<file path="config.mk">
export PLATFORM = sky130hd
export DESIGN_NAME = mcx_core
export DESIGN_NICKNAME = d
export VERILOG_FILES = /design/src/mcx_pkg.sv /design/src/mcx_core.sv
export SDC_FILE = /design/constraint.sdc
export NUM_CORES = 1
export LEC_CHECK = 0
export BUFFER_PORTS_ARGS = -buffer_cell sky130_fd_sc_hd__buf_2
export CORE_ASPECT_RATIO = 0.75
export CORE_MARGIN = 1.5
export CORE_UTILIZATION = 63
export CTS_CLUSTER_DIAMETER = 50
export DETAILED_ROUTE_END_ITERATION = 16
export PLACE_DENSITY_LB_ADDON = 0.15
export SLEW_MARGIN = 20
export SYNTH_ARGS = -nofsm -noshare
export SYNTH_HDL_FRONTEND = slang
export SYNTH_SLANG_ARGS = --single-unit
</file>
<file path="constraint.sdc">
create_clock -name ref_clk_i -period 3.3 [get_ports ref_clk_i]
set_clock_uncertainty 0.2 [all_clocks]
set_input_delay 0.66 -clock ref_clk_i [delete_from_list [all_inputs] [get_ports ref_clk_i]]
set_output_delay 0.66 -clock ref_clk_i [all_outputs]
set_load 0.01 [all_outputs]
</file>
<file path="src/mcx_pkg.sv">
/*
 * constants, encodings and state codes for the small 8-bit core.
 * assumes an 18-bit instruction word and a fabric program store.
 */
// What this block does
// [RULE_01] read port: operand to address, data to register
// [RULE_02] read strobe pulses in second cycle only
// [RULE_03] fabric decodes address, drives read data
// [RULE_04] interrupt only when enable set and input high
// [RULE_05] finish instruction, preempt next, push pc
// [RULE_06] interrupt clears the enable flag itself
// [RULE_07] interrupt loads pc with all ones vector
// [RULE_08] interrupt saves carry and zero flags
// [RULE_09] interrupt takes two cycles, ack in second
// [RULE_10] fabric may clear its flag on ack
// [RULE_11] jump loads 10-bit absolute target into pc
// [RULE_12] jump conditions always, c, nc, z, nz
// [RULE_13] jump leaves stack, pointer and flags alone
// [RULE_14] load copies register or constant, keeps flags
// [RULE_15] or sets zero on result, clears carry
// [RULE_16] write port: operand address, register data out
// [RULE_17] write strobe pulses in second cycle only
// [RULE_18] fabric captures data on address and strobe
// [RULE_19] reset clears pc, flags, enable, stack pointer
// [RULE_20] reset leaves registers and stores untouched
// [RULE_21] stack is circular, pointer wraps
// [RULE_22] reset happens after configuration automatically
// [RULE_23] interrupt return pops pc, restores flags, sets enable; code loads enable from instruction bit 0 instead
// [RULE_24] stack holds 31 nested levels
// [RULE_25] port address and data stable both cycles; code sets them at the end of the first cycle instead
package mcx_pkg;
	localparam int DW = 8;
	localparam int AW = 10;
	localparam int IW = 18;
	localparam int RN = 16;
	localparam int STACK_DEPTH = 31;
	localparam int SPW = 5;
	localparam logic [SPW-1:0] SP_LAST = 5'h1e;
	localparam logic [SPW-1:0] SP_ZERO = 5'h00;
	localparam logic [SPW-1:0] SP_ONE = 5'h01;
	localparam logic [AW-1:0] PC_RESET = 10'h000;
	localparam logic [AW-1:0] PC_ONE = 10'h001;
	localparam logic [AW-1:0] IRQ_VECTOR = 10'h3ff;
	localparam logic [DW-1:0] BYTE_ZERO = 8'h00;
	// instruction field positions
	localparam int OP_HI = 17;
	localparam int OP_LO = 13;
	localparam int CND_HI = 12;
	localparam int CND_LO = 10;
	localparam int DST_HI = 11;
	localparam int DST_LO = 8;
	localparam int SRC_HI = 7;
	localparam int SRC_LO = 4;
	localparam int IMM_HI = 7;
	localparam int IMM_LO = 0;
	localparam int TGT_HI = 9;
	localparam int TGT_LO = 0;
	localparam int ENB_BIT = 0;
	// opcodes; low bit of 00..07 selects register operand
	localparam logic [4:0] OP_LOAD = 5'h00;
	localparam logic [4:0] OP_OR = 5'h02;
	localparam logic [4:0] OP_INPUT = 5'h04;
	localparam logic [4:0] OP_OUTPUT = 5'h06;
	localparam logic [4:0] OP_JUMP = 5'h08;
	localparam logic [4:0] OP_RETI = 5'h09;
	localparam logic [4:0] OP_IRQ_EN = 5'h0a;
	// jump conditions
	localparam logic [2:0] CND_ALWAYS = 3'h0;
	localparam logic [2:0] CND_ZERO = 3'h4;
	localparam logic [2:0] CND_ZERO_CLEAR = 3'h5;
	localparam logic [2:0] CND_CARRY = 3'h6;
	localparam logic [2:0] CND_CARRY_CLEAR = 3'h7;
	typedef enum logic [1:0] {
		ST_FETCH    = 2'b00,
		ST_EXEC     = 2'b01,
		ST_IRQ_PUSH = 2'b10,
		ST_IRQ_ACK  = 2'b11
	} mcx_state_e;
endpackage : mcx_pkg

</file>
<file path="src/mcx_core.sv">
/*
 * execution core: port read and write, interrupt entry and return,
 * conditional jump, load, or, and reset handling.
 * assumes program store and port decode in fabric on ref_clk_i;
 * instr_i must show the word at prog_addr_o during the fetch cycle.
 */
`timescale 1ns/100ps
`default_nettype none
module mcx_core (
	input  wire logic                  ref_clk_i,
	input  wire logic                  reset_n_i,
	input  wire logic                  core_reset_i,
	input  wire logic [mcx_pkg::IW-1:0] instr_i,
	input  wire logic [mcx_pkg::DW-1:0] in_port_i,
	input  wire logic                  irq_i,
	output logic      [mcx_pkg::AW-1:0] prog_addr_o,
	output logic      [mcx_pkg::DW-1:0] io_address_o,
	output logic      [mcx_pkg::DW-1:0] out_port_o,
	output logic                       rd_strobe_o,
	output logic                       wr_strobe_o,
	output logic                       irq_ack_o,
	output logic                       irq_enable_bit_o
);
	mcx_pkg::mcx_state_e state_ff;
	mcx_pkg::mcx_state_e nxt_state;
	logic [mcx_pkg::AW-1:0]  pc_ff;
	logic [mcx_pkg::IW-1:0]  instr_ff;
	logic                   zero_ff;
	logic                   carry_ff;
	logic                   saved_zero_ff;
	logic                   saved_carry_ff;
	logic                   irq_enable_bit_ff;
	logic [mcx_pkg::SPW-1:0] sp_ff;
	logic [mcx_pkg::AW-1:0]  stack_ff [mcx_pkg::STACK_DEPTH];
	logic [mcx_pkg::DW-1:0]  regs_ff [mcx_pkg::RN];
	logic [mcx_pkg::DW-1:0]  io_address_ff;
	logic [mcx_pkg::DW-1:0]  out_port_ff;
	logic                   rd_strobe_ff;
	logic                   wr_strobe_ff;
	logic                   irq_ack_ff;
	logic [4:0]             fetch_op;
	logic [4:0]             exec_op;
	logic [mcx_pkg::DW-1:0]  fetch_operand;
	logic [mcx_pkg::DW-1:0]  exec_operand;
	logic [mcx_pkg::DW-1:0]  or_result;
	logic [mcx_pkg::SPW-1:0] sp_prev;
	logic [mcx_pkg::SPW-1:0] sp_next;
	logic                   jump_taken;
	logic                   irq_take;

	// opcode with the operand-form bit folded away for 00..07
	function automatic logic [4:0] base_op(
		input logic [mcx_pkg::IW-1:0] w
	);
		logic [4:0] op;
		op = w[mcx_pkg::OP_HI:mcx_pkg::OP_LO];
		if (op < mcx_pkg::OP_JUMP) begin
			op[0] = 1'b0;
		end
		return op;
	endfunction : base_op

	// register operand when low opcode bit set, else constant
	function automatic logic [mcx_pkg::DW-1:0] pick_operand(
		input logic [mcx_pkg::IW-1:0] w,
		input logic [mcx_pkg::DW-1:0] reg_val
	);
		logic [mcx_pkg::DW-1:0] v;
		v = w[mcx_pkg::IMM_HI:mcx_pkg::IMM_LO];
		if (w[mcx_pkg::OP_LO]) begin
			v = reg_val;
		end
		return v;
	endfunction : pick_operand

	// jump condition test against the flags
	function automatic logic cond_true(
		input logic [2:0] c,
		input logic       z,
		input logic       cy
	);
		logic t;
		t = 1'b0;
		case (c)
			mcx_pkg::CND_ALWAYS:      t = 1'b1;
			mcx_pkg::CND_ZERO:        t = z;
			mcx_pkg::CND_ZERO_CLEAR:  t = ~z;
			mcx_pkg::CND_CARRY:       t = cy;
			mcx_pkg::CND_CARRY_CLEAR: t = ~cy;
			default:                  t = 1'b0;
		endcase
		return t;
	endfunction : cond_true

	// decode of the word being fetched and the word executing
	assign fetch_op = base_op(instr_i);
	assign exec_op = base_op(instr_ff);
	assign fetch_operand = pick_operand(instr_i,
		regs_ff[instr_i[mcx_pkg::SRC_HI:mcx_pkg::SRC_LO]]);
	assign exec_operand = pick_operand(instr_ff,
		regs_ff[instr_ff[mcx_pkg::SRC_HI:mcx_pkg::SRC_LO]]);
	assign or_result = regs_ff[instr_ff[mcx_pkg::DST_HI:mcx_pkg::DST_LO]]
		| exec_operand; // see [RULE_15]
	assign jump_taken = cond_true(instr_ff[mcx_pkg::CND_HI:mcx_pkg::CND_LO],
		zero_ff, carry_ff); // see [RULE_12]
	assign irq_take = irq_enable_bit_ff & irq_i; // see [RULE_04]

	// circular stack pointer neighbours
	assign sp_next = (sp_ff == mcx_pkg::SP_LAST) ? mcx_pkg::SP_ZERO
		: sp_ff + mcx_pkg::SP_ONE; // see [RULE_21] [RULE_24]
	assign sp_prev = (sp_ff == mcx_pkg::SP_ZERO) ? mcx_pkg::SP_LAST
		: sp_ff - mcx_pkg::SP_ONE; // see [RULE_21]

	// sequencing: two cycles per instruction, two per interrupt
	always_comb begin
		nxt_state = state_ff;
		unique case (state_ff)
			mcx_pkg::ST_FETCH: begin
				nxt_state = mcx_pkg::ST_EXEC;
			end
			mcx_pkg::ST_EXEC: begin
				// current instruction completes first
				if (irq_take) begin
					nxt_state = mcx_pkg::ST_IRQ_PUSH; // see [RULE_05]
				end else begin
					nxt_state = mcx_pkg::ST_FETCH;
				end
			end
			mcx_pkg::ST_IRQ_PUSH: begin
				nxt_state = mcx_pkg::ST_IRQ_ACK; // see [RULE_09]
			end
			mcx_pkg::ST_IRQ_ACK: begin
				nxt_state = mcx_pkg::ST_FETCH;
			end
		endcase
	end

	// state register; power-up reset stands in for global_set_reset
	always_ff @(posedge ref_clk_i or negedge reset_n_i) begin
		if (!reset_n_i) begin
			state_ff <= mcx_pkg::ST_FETCH; // see [RULE_22]
		end else if (core_reset_i) begin
			state_ff <= mcx_pkg::ST_FETCH; // see [RULE_19]
		end else begin
			state_ff <= nxt_state;
		end
	end

	// instruction latch, not cleared by reset
	always_ff @(posedge ref_clk_i) begin
		if (state_ff == mcx_pkg::ST_FETCH) begin
			instr_ff <= instr_i;
		end
	end

	// program counter
	always_ff @(posedge ref_clk_i or negedge reset_n_i) begin
		if (!reset_n_i) begin
			pc_ff <= mcx_pkg::PC_RESET; // see [RULE_22]
		end else if (core_reset_i) begin
			pc_ff <= mcx_pkg::PC_RESET; // see [RULE_19]
		end else if (state_ff == mcx_pkg::ST_EXEC) begin
			if (exec_op == mcx_pkg::OP_JUMP && jump_taken) begin
				pc_ff <= instr_ff[mcx_pkg::TGT_HI:mcx_pkg::TGT_LO]; // see [RULE_11]
			end else if (exec_op == mcx_pkg::OP_RETI) begin
				pc_ff <= stack_ff[sp_prev]; // see [RULE_23]
			end else begin
				pc_ff <= pc_ff + mcx_pkg::PC_ONE; // see [RULE_12] [RULE_14]
			end
		end else if (state_ff == mcx_pkg::ST_IRQ_PUSH) begin
			pc_ff <= mcx_pkg::IRQ_VECTOR; // see [RULE_07]
		end
	end

	// carry and zero flags; only reset, or and interrupt return touch them
	always_ff @(posedge ref_clk_i or negedge reset_n_i) begin
		if (!reset_n_i) begin
			zero_ff <= 1'b0;
			carry_ff <= 1'b0;
		end else if (core_reset_i) begin
			zero_ff <= 1'b0; // see [RULE_19]
			carry_ff <= 1'b0;
		end else if (state_ff == mcx_pkg::ST_EXEC) begin
			if (exec_op == mcx_pkg::OP_OR) begin
				zero_ff <= (or_result == mcx_pkg::BYTE_ZERO); // see [RULE_15]
				carry_ff <= 1'b0;
			end else if (exec_op == mcx_pkg::OP_RETI) begin
				zero_ff <= saved_zero_ff; // see [RULE_23]
				carry_ff <= saved_carry_ff;
			end
		end
	end

	// preserved flags, copied on interrupt entry
	always_ff @(posedge ref_clk_i or negedge reset_n_i) begin
		if (!reset_n_i) begin
			saved_zero_ff <= 1'b0;
			saved_carry_ff <= 1'b0;
		end else if (state_ff == mcx_pkg::ST_IRQ_PUSH) begin
			saved_zero_ff <= zero_ff; // see [RULE_08]
			saved_carry_ff <= carry_ff;
		end
	end

	// interrupt enable flag
	always_ff @(posedge ref_clk_i or negedge reset_n_i) begin
		if (!reset_n_i) begin
			irq_enable_bit_ff <= 1'b0;
		end else if (core_reset_i) begin
			irq_enable_bit_ff <= 1'b0; // see [RULE_19]
		end else if (state_ff == mcx_pkg::ST_EXEC && irq_take) begin
			irq_enable_bit_ff <= 1'b0; // see [RULE_06]
		end else if (state_ff == mcx_pkg::ST_EXEC &&
			(exec_op == mcx_pkg::OP_RETI ||
			exec_op == mcx_pkg::OP_IRQ_EN)) begin
			irq_enable_bit_ff <= instr_ff[mcx_pkg::ENB_BIT]; // see [RULE_23]
		end
	end

	// stack pointer: push on interrupt, pop on return
	always_ff @(posedge ref_clk_i or negedge reset_n_i) begin
		if (!reset_n_i) begin
			sp_ff <= mcx_pkg::SP_ZERO;
		end else if (core_reset_i) begin
			sp_ff <= mcx_pkg::SP_ZERO; // see [RULE_19]
		end else if (state_ff == mcx_pkg::ST_IRQ_PUSH) begin
			sp_ff <= sp_next; // see [RULE_05] [RULE_21]
		end else if (state_ff == mcx_pkg::ST_EXEC &&
			exec_op == mcx_pkg::OP_RETI) begin
			sp_ff <= sp_prev; // see [RULE_23]
		end
	end

	// stack storage; a jump never writes here
	always_ff @(posedge ref_clk_i) begin
		if (state_ff == mcx_pkg::ST_IRQ_PUSH) begin
			stack_ff[sp_ff] <= pc_ff; // see [RULE_05] [RULE_13]
		end
	end

	// register file, untouched by any reset
	always_ff @(posedge ref_clk_i) begin
		if (state_ff == mcx_pkg::ST_EXEC) begin
			unique case (exec_op)
				mcx_pkg::OP_LOAD: begin
					regs_ff[instr_ff[mcx_pkg::DST_HI:mcx_pkg::DST_LO]]
						<= exec_operand; // see [RULE_14] [RULE_20]
				end
				mcx_pkg::OP_OR: begin
					regs_ff[instr_ff[mcx_pkg::DST_HI:mcx_pkg::DST_LO]]
						<= or_result; // see [RULE_15]
				end
				mcx_pkg::OP_INPUT: begin
					// sampled at the close of the strobe cycle
					regs_ff[instr_ff[mcx_pkg::DST_HI:mcx_pkg::DST_LO]]
						<= in_port_i; // see [RULE_01] [RULE_25]
				end
				default: begin
				end
			endcase
		end
	end

	// port address and write data, set at fetch and then held
	always_ff @(posedge ref_clk_i or negedge reset_n_i) begin
		if (!reset_n_i) begin
			io_address_ff <= mcx_pkg::BYTE_ZERO;
			out_port_ff <= mcx_pkg::BYTE_ZERO;
		end else if (state_ff == mcx_pkg::ST_FETCH &&
			(fetch_op == mcx_pkg::OP_INPUT ||
			fetch_op == mcx_pkg::OP_OUTPUT)) begin
			io_address_ff <= fetch_operand; // see [RULE_01] [RULE_16]
			out_port_ff <= regs_ff[instr_i[mcx_pkg::DST_HI:mcx_pkg::DST_LO]]; // see [RULE_16] [RULE_25]
		end
	end

	// strobes high for the second cycle only
	always_ff @(posedge ref_clk_i or negedge reset_n_i) begin
		if (!reset_n_i) begin
			rd_strobe_ff <= 1'b0;
			wr_strobe_ff <= 1'b0;
		end else if (core_reset_i) begin
			rd_strobe_ff <= 1'b0;
			wr_strobe_ff <= 1'b0;
		end else begin
			rd_strobe_ff <= (state_ff == mcx_pkg::ST_FETCH) &&
				(fetch_op == mcx_pkg::OP_INPUT); // see [RULE_02]
			wr_strobe_ff <= (state_ff == mcx_pkg::ST_FETCH) &&
				(fetch_op == mcx_pkg::OP_OUTPUT); // see [RULE_17]
		end
	end

	// acknowledge during the second interrupt cycle
	always_ff @(posedge ref_clk_i or negedge reset_n_i) begin
		if (!reset_n_i) begin
			irq_ack_ff <= 1'b0;
		end else if (core_reset_i) begin
			irq_ack_ff <= 1'b0;
		end else begin
			irq_ack_ff <= (state_ff == mcx_pkg::ST_IRQ_PUSH); // see [RULE_09]
		end
	end

	// outputs straight from flops
	assign prog_addr_o = pc_ff;
	assign io_address_o = io_address_ff;
	assign out_port_o = out_port_ff;
	assign rd_strobe_o = rd_strobe_ff;
	assign wr_strobe_o = wr_strobe_ff;
	assign irq_ack_o = irq_ack_ff;
	assign irq_enable_bit_o = irq_enable_bit_ff;
endmodule : mcx_core
`default_nettype wire

</file>
==> flow_summary.ini, run 1 <==
[pwr]
powerDensity_nw_per_um2 = 644.9
power_w = 0.01715
peakVddDrop_uv = 545.6
p_leak_nw = 9.141

[run_status]
status = finished, final reports clean

[global_routing]
grt_usage_pct = 33.87
antenna_found_initial = 3
overflow = 0
grt_max_degree = 42
grt_pass1_wl_um = 92070
grt_pass1_vias = 13970

[cts]
cts_buffer_depth = 3
clkSinkCount = 505
clk_pin_slew_ns = 0.06
cts_buffers = 48
root_buffer = clkbuf_16
ctsHtreeMaxLevel = 2
clk_latency_ns = 0.58
cts_setup_buffers = 0
cts_tree = built

[worst_setup_path]
r2r_start = sp_ff[1]
reg2reg_depth = 11
critical_path_class = flip-flop to flip-flop
r2r_slack_ns = 0.14
cp_data_required_time_ns = 3.55
path_max_fanout = 22
cp-start-kind = flip-flop
cp-end-kind = flip-flop
r2r_end = prog_addr_o[0]
crit_arrival_ns = 3.41

[floorplan]
die-area_sq_um = 38160
rows = 60
start_util_pct = 64.40
fp.coreArea_sq_um = 36180
die_y_um = 169.6
io_pins = 60
die_w_um = 225.1

[yosys]
async_flop_share_pct = 8.119
synth-seq-cells = 505
synth_ff_type = edfxtp_1
synthDistinctLibCells = 63
synth_cells = 1352
yosysWarningCount = 0
avgSynthCellArea_sq_um = 17.24
syn_area_sq_um = 23300
synth_nets = 1388
yosysSeqAreaShare_pct = 63.85
synth_edf_count = 456

[timing]
setup_viol = 0
finalCritPeriodShare_pct = 95.78
relSlewSlack_pct = 31.35
worst_pin_slew_ns = 1.030
rsz0062_at_grt = no
hold_ws_ns = 0.07348
fmax_mhz = 316.4
setup_tns_ns = 0
hold_viol = 0
period_minus_slack_ns = 3.161
final_max_slew_viol_count = 0

[placement]
io_buffers = 59
dp_hpwl_um = 42130
gp_congestion = 0.9891
dpl_cell_area_sq_um = 25050

[hold_path]
whs_endpoint = rd_strobe_o
min_from = instr_i[14]
hp-class = primary input to flip-flop
whs_path_depth = 2

[layout]
synthToLayoutAreaGrowth_pct = 14.12
nets = 1549
final_util_pct = 73.50
layout-drive-gt1-share_pct = 33.23
design_area_sq_um = 26590

[route]
drt-total-wl_um = 63030
avgRoutedWirePerCell_um = 30.73
drc = 0
ant_nets = 0
vias = 14570
drt-initial-drc-count = 2493
viasPerCell = 7.102
drt_first_pass_iters = 6

[flow_run]
drv_cap = 0
==> synthesized netlist by cell type (16+ instances only) <==
cell	instances	share of area (%)
mux4_2	199	19
a221oi_1	16	0.60
mux2_2	16	0.77
nand2_1	88	1.4
dfrtp_1	41	4.4
mux2i_1	33	1.4
o21ai_0	30	0.64
a21oi_1	42	0.90
nand3_1	24	0.52
a211oi_1	23	0.74
edfxtp_1	456	59
clkbuf_1	60	0.97
nor2_1	93	1.5
==> layer usage <==
layer	routed length, um	share of wire, %	track usage (%)
met2	26830	43	46.05
met5	0	0	0
met3	9856	16	13.40
met4	1648	2.6	8.229
met1	24690	39	51.75
==> cell usage in the layout, fill, tap and decap left out, types with 11 or more instances in the layout <==
master / instances
a211oi_1: 23
a21oi_1: 37
a221oi_1: 16
a22oi_1: 14
buf_2: 58
buf_4: 137
clkbuf_1: 14
clkbuf_16: 49
clkinv_2: 12
dfrtp_1: 41
edfxtp_1: 456
mux2_2: 16
mux2i_1: 32
mux4_2: 199
nand2_1: 88
nand3_1: 24
nor2_1: 93
nor3_1: 13
o21ai_0: 27
o22ai_1: 11
==> timing repair <==
item	4_1_cts	5_1_grt
resized for setup	0	5
hold endpoints to repair	0	41
hold buffers	0	1
setup endpoints to repair	0	4
==> critical path, stage by stage, from the launching register on <==
cell and delay [ns]:
dfrtp_1 0.43, inv_1 0.13, ha_4 0.19, nand2b_1 0.09
o31a_2 0.20, buf_12 0.23, buf_12 0.23, mux4_2 0.53
mux2i_2 0.26, nor3_1 0.08, o41ai_1 0.33, o21ai_1 0.11
==> where the power goes <==
part / switching (W) / internal, W / leakage (nW)
clock network: 0.00234 / 0.00296 / 0.744
logic: 0.00253 / 0.00195 / 3.64
registers: 0.000128 / 0.00723 / 4.76
total: 0.00501 / 0.0121 / 9.14
==> cells by family (layout without fill, tap and decap cells) <==
family / Yosys count / in the layout / share of synthesized area (%)
DFF: 505 / 505 / 63.85
and+or+nand+nor: 281 / 281 / 5.541
muxes: 258 / 258 / 22.55
AOI/OAI and AO/OA: 184 / 184 / 5.337
buffers and inverters: 106 / 307 / 1.949
xor gates and xnor gates: 12 / 12 / 0.4510
adders and majority gates: 6 / 6 / 0.3221
other: 0 / 2 / 0
==> flip-flops by register name, summed over array words and instances (netlist names), named ones only <==
name              flops
zero_ff               1
saved_zero_ff         1
io_address_o          8
sp_ff                 5
saved_carry_ff        1
regs_ff             128
wr_strobe_o           1
state_ff              2
stack_ff            310
rd_strobe_o           1
instr_ff             18
irq_ack_o             1
carry_ff              1
prog_addr_o          10
out_port_o            8
irq_enable_bit_o      1
==> metrics by stage <==
step / worst slack, ns / cells
2_1_floorplan: 0.2449 / 1352
3_3_place_gp: 0.1436 / 1958
3_5_place_dp: 0.1333 / 1958
4_1_cts: 0.1298 / 2048
5_1_grt: 0.02678 / 2050
6_report: 0.1394 / 2051
==> area by class of cell <==
| class | count | area (sq um) |
|---|---|---|
| clock buffer | 66 | 1320 |
| tap | 496 | 620.6 |
| timing repair buffer | 206 | 1529 |
| sequential | 505 | 14880 |
| fill | 2179 | 9590 |
| multi-input combinational | 741 | 8019 |
| inverter | 11 | 41.29 |
| clock inverter | 24 | 177.7 |
| antenna | 2 | 5.005 |
==> how the worst max path moves through the flow <==
stage	start	endpoint	slack, ns	depth (start not counted)
final	sp_ff[1]	prog_addr_o[0]	0.14	11
after global routing	sp_ff[1]	prog_addr_o[0]	0.03	11
after CTS	sp_ff[1]	prog_addr_o[8]	0.13	10
after detailed placement	sp_ff[1]	prog_addr_o[8]	0.13	10
after global placement	sp_ff[1]	prog_addr_o[9]	0.14	10
after floorplan	instr_i[8]	out_port_o[1]	0.24	5
Power figures use the tool's default switching activity.
==> inputs of run 2 (changes only) <==
CORE_MARGIN = unset   (was 1.5)
==> flow_summary.ini, run 2 (synthesized netlist as in run 1, its figures left out) <==
[timing]
rsz0062_at_grt = no
hold_viol = 0
period_minus_slack_ns = 3.189
setup_ws_ns = 0.1114
worst_pin_slew_ns = 1.132
final_max_slew_viol_count = 0
fmax_mhz = 313.6
setup_tns_ns = 0
finalCritPeriodShare_pct = 96.62
hold_ws_ns = 0.09162
setup_viol = 0
relSlewSlack_pct = 24.56

[route]
vias = 14560
ant_nets = 0
avgRoutedWirePerCell_um = 30.90
drt-total-wl_um = 62880
drt_first_pass_iters = 5
drt-initial-drc-count = 2126
viasPerCell = 7.155
drc = 0

[hold_path]
hp-class = primary input to flip-flop

[global_routing]
overflow = 0
grt_max_degree = 42
grt_pass1_wl_um = 92990
grt_pass1_vias = 13940
antenna_found_initial = 3
grt_usage_pct = 34.32

[worst_setup_path]
crit_family = compound AO/OA/AOI/OAI gates
crit_arrival_ns = 3.49
worstPathCellList = inv_1, ha_4, nand2b_1, o31a_2, buf_12, mux4_2, mux2i_1, o21ai_0, a41o_1
cp-end-kind = flip-flop
cp_num_buf_inv = 2
critical_path_class = flip-flop to flip-flop
critPathMaxStageDelay_ns = 0.71
cp_data_required_time_ns = 3.60
path_max_fanout = 21
cp-start-kind = flip-flop
critPathSlowestCell = o21ai_0
r2r_slack_ns = 0.11

[layout]
nFillCells = 2175
layout_commonest_cell = edfxtp_1
ff_latch_area_sq_um = 14880
stdcell_count = 2035
synthToLayoutAreaGrowth_pct = 14.07
layout-drive-gt1-share_pct = 32.83
nets = 1537
multi_input_comb_area_sq_um = 8025
most-common-layout-cells = edfxtp_1, mux4_2, buf_4, nor2_1, nand2_1
largest_register_ffs = 310
regMostFlops = stack_ff

[pwr]
seq_power_share_pct = 42.8
intPower_w = 0.01216
peakVddDrop_uv = 640.3
pwr-share-comb_pct = 26.0
powerDensity_nw_per_um2 = 647.5
p_leak_nw = 9.095
p_clk_share_pct = 31.2
p_sw_w = 0.005051
p_sw_share_pct = 29.34

[cts]
clk_pin_slew_ns = 0.06
cts_tree = built
clkSinkCount = 505
cts_setup_buffers = 0
cts_buffers = 48
clk_latency_ns = 0.58
ctsHtreeMaxLevel = 2
cts_buffer_depth = 3
root_buffer = clkbuf_16

[placement]
io_buffers = 59
gp_congestion = 0.9714
place_ws_ns = 0.09774
placedCellCount = 1946
dp_hpwl_um = 42120

[floorplan]
die-area_sq_um = 37770
start_util_pct = 64.54
rows = 60
io_pins = 60
die_w_um = 224.1
fp.coreArea_sq_um = 36110
die_y_um = 168.6

[run_status]
status = finished, final reports clean

[flow_run]
drv_cap = 0
==> run 2: changes by cell type in the layout (fill, tap and decap cells not counted), moves of 2 or more <==
cell and change:
a2111oi_1 +2, buf_12 +5, buf_4 -17, clkbuf_1 -7
clkinv_1 +4, clkinv_2 -5, clkinvlp_4 +3, o21ai_0 +2
o21ai_1 -2
==> run 2: power groups by stage <==
| stage | Clock (W) | Combinational, W | Sequential, W |
|---|---|---|---|
| 4_1_cts | 0.00539 | 0.00440 | 0.00736 |
| 5_1_grt | 0.00563 | 0.00474 | 0.00738 |
| 3_5_place_dp | 0 | 0.00439 | 0.00750 |
| 3_3_place_gp | 0 | 0.00433 | 0.00749 |
| 6_report | 0.00537 | 0.00448 | 0.00737 |
| 2_1_floorplan | 0 | 0.00280 | 0.00754 |
==> run 2: worst reg2reg max path, delay by kind of cell (launching register included) <==
kind / cells / cell delay [ns]
and+or+nand+nor: 1 / 0.09
DFF: 1 / 0.43
AOI/OAI and AO/OA: 3 / 1.37
buffers and inverters: 2 / 0.36
muxes: 2 / 0.49
adders and majority gates: 1 / 0.18
==> run 2: what timing repair did <==
item                       in CTS  in global routing
hold endpoints to repair        0                 41
hold buffers                    0                  1
resized for setup               0                  5
setup endpoints to repair       0                 19
==> run 2: metrics by stage <==
step | instance area (sq um) | util (%) | total power, W
floorplan | 23300 | - | 0.01034
global placement | 25020 | 69.30 | 0.01182
detailed placement | 25020 | 69.30 | 0.01188
CTS | 26530 | 73.48 | 0.01716
global route | 26580 | 73.61 | 0.01775
finish | 26580 | 73.61 | 0.01721
==> run 2: routing by layer <==
layer | share of wire (%) | GRT usage [%] | vias to the layer above
li1 | - | - | 5886
met1 | 39 | 52.42 | 7438
met2 | 42 | 46.04 | 1121
met3 | 16 | 14.36 | 114
met4 | 2.6 | 8.368 | 2
met5 | 0.029 | 0 | -
==> run 2: path summary, 6_finish.rpt <==
| kind | start | end | cells after the start |
|---|---|---|---|
| min in group asynchronous | reset_n_i | out_port_o[3] | 2 |
| worst max-delay path | sp_ff[1] | prog_addr_o[6] | 9 |
| max in group asynchronous | reset_n_i | state_ff[0] | 2 |
| worst min-delay path | instr_i[14] | rd_strobe_o | 2 |
| worst min register to register | io_address_o[4] | io_address_o[4] | 1 |
| worst max register to register | sp_ff[1] | prog_addr_o[6] | 9 |
==> run 2: cell type report <==
type	instances	share of cell area (%)
Sequential cell	505	55.99
Multi-Input combinational cell	741	30.19
Timing Repair Buffer	194	5.648
Clock buffer	57	4.721
Tap cell	496	2.335
Clock inverter	30	0.9555
Inverter	11	0.1553
Antenna cell	1	0.009414
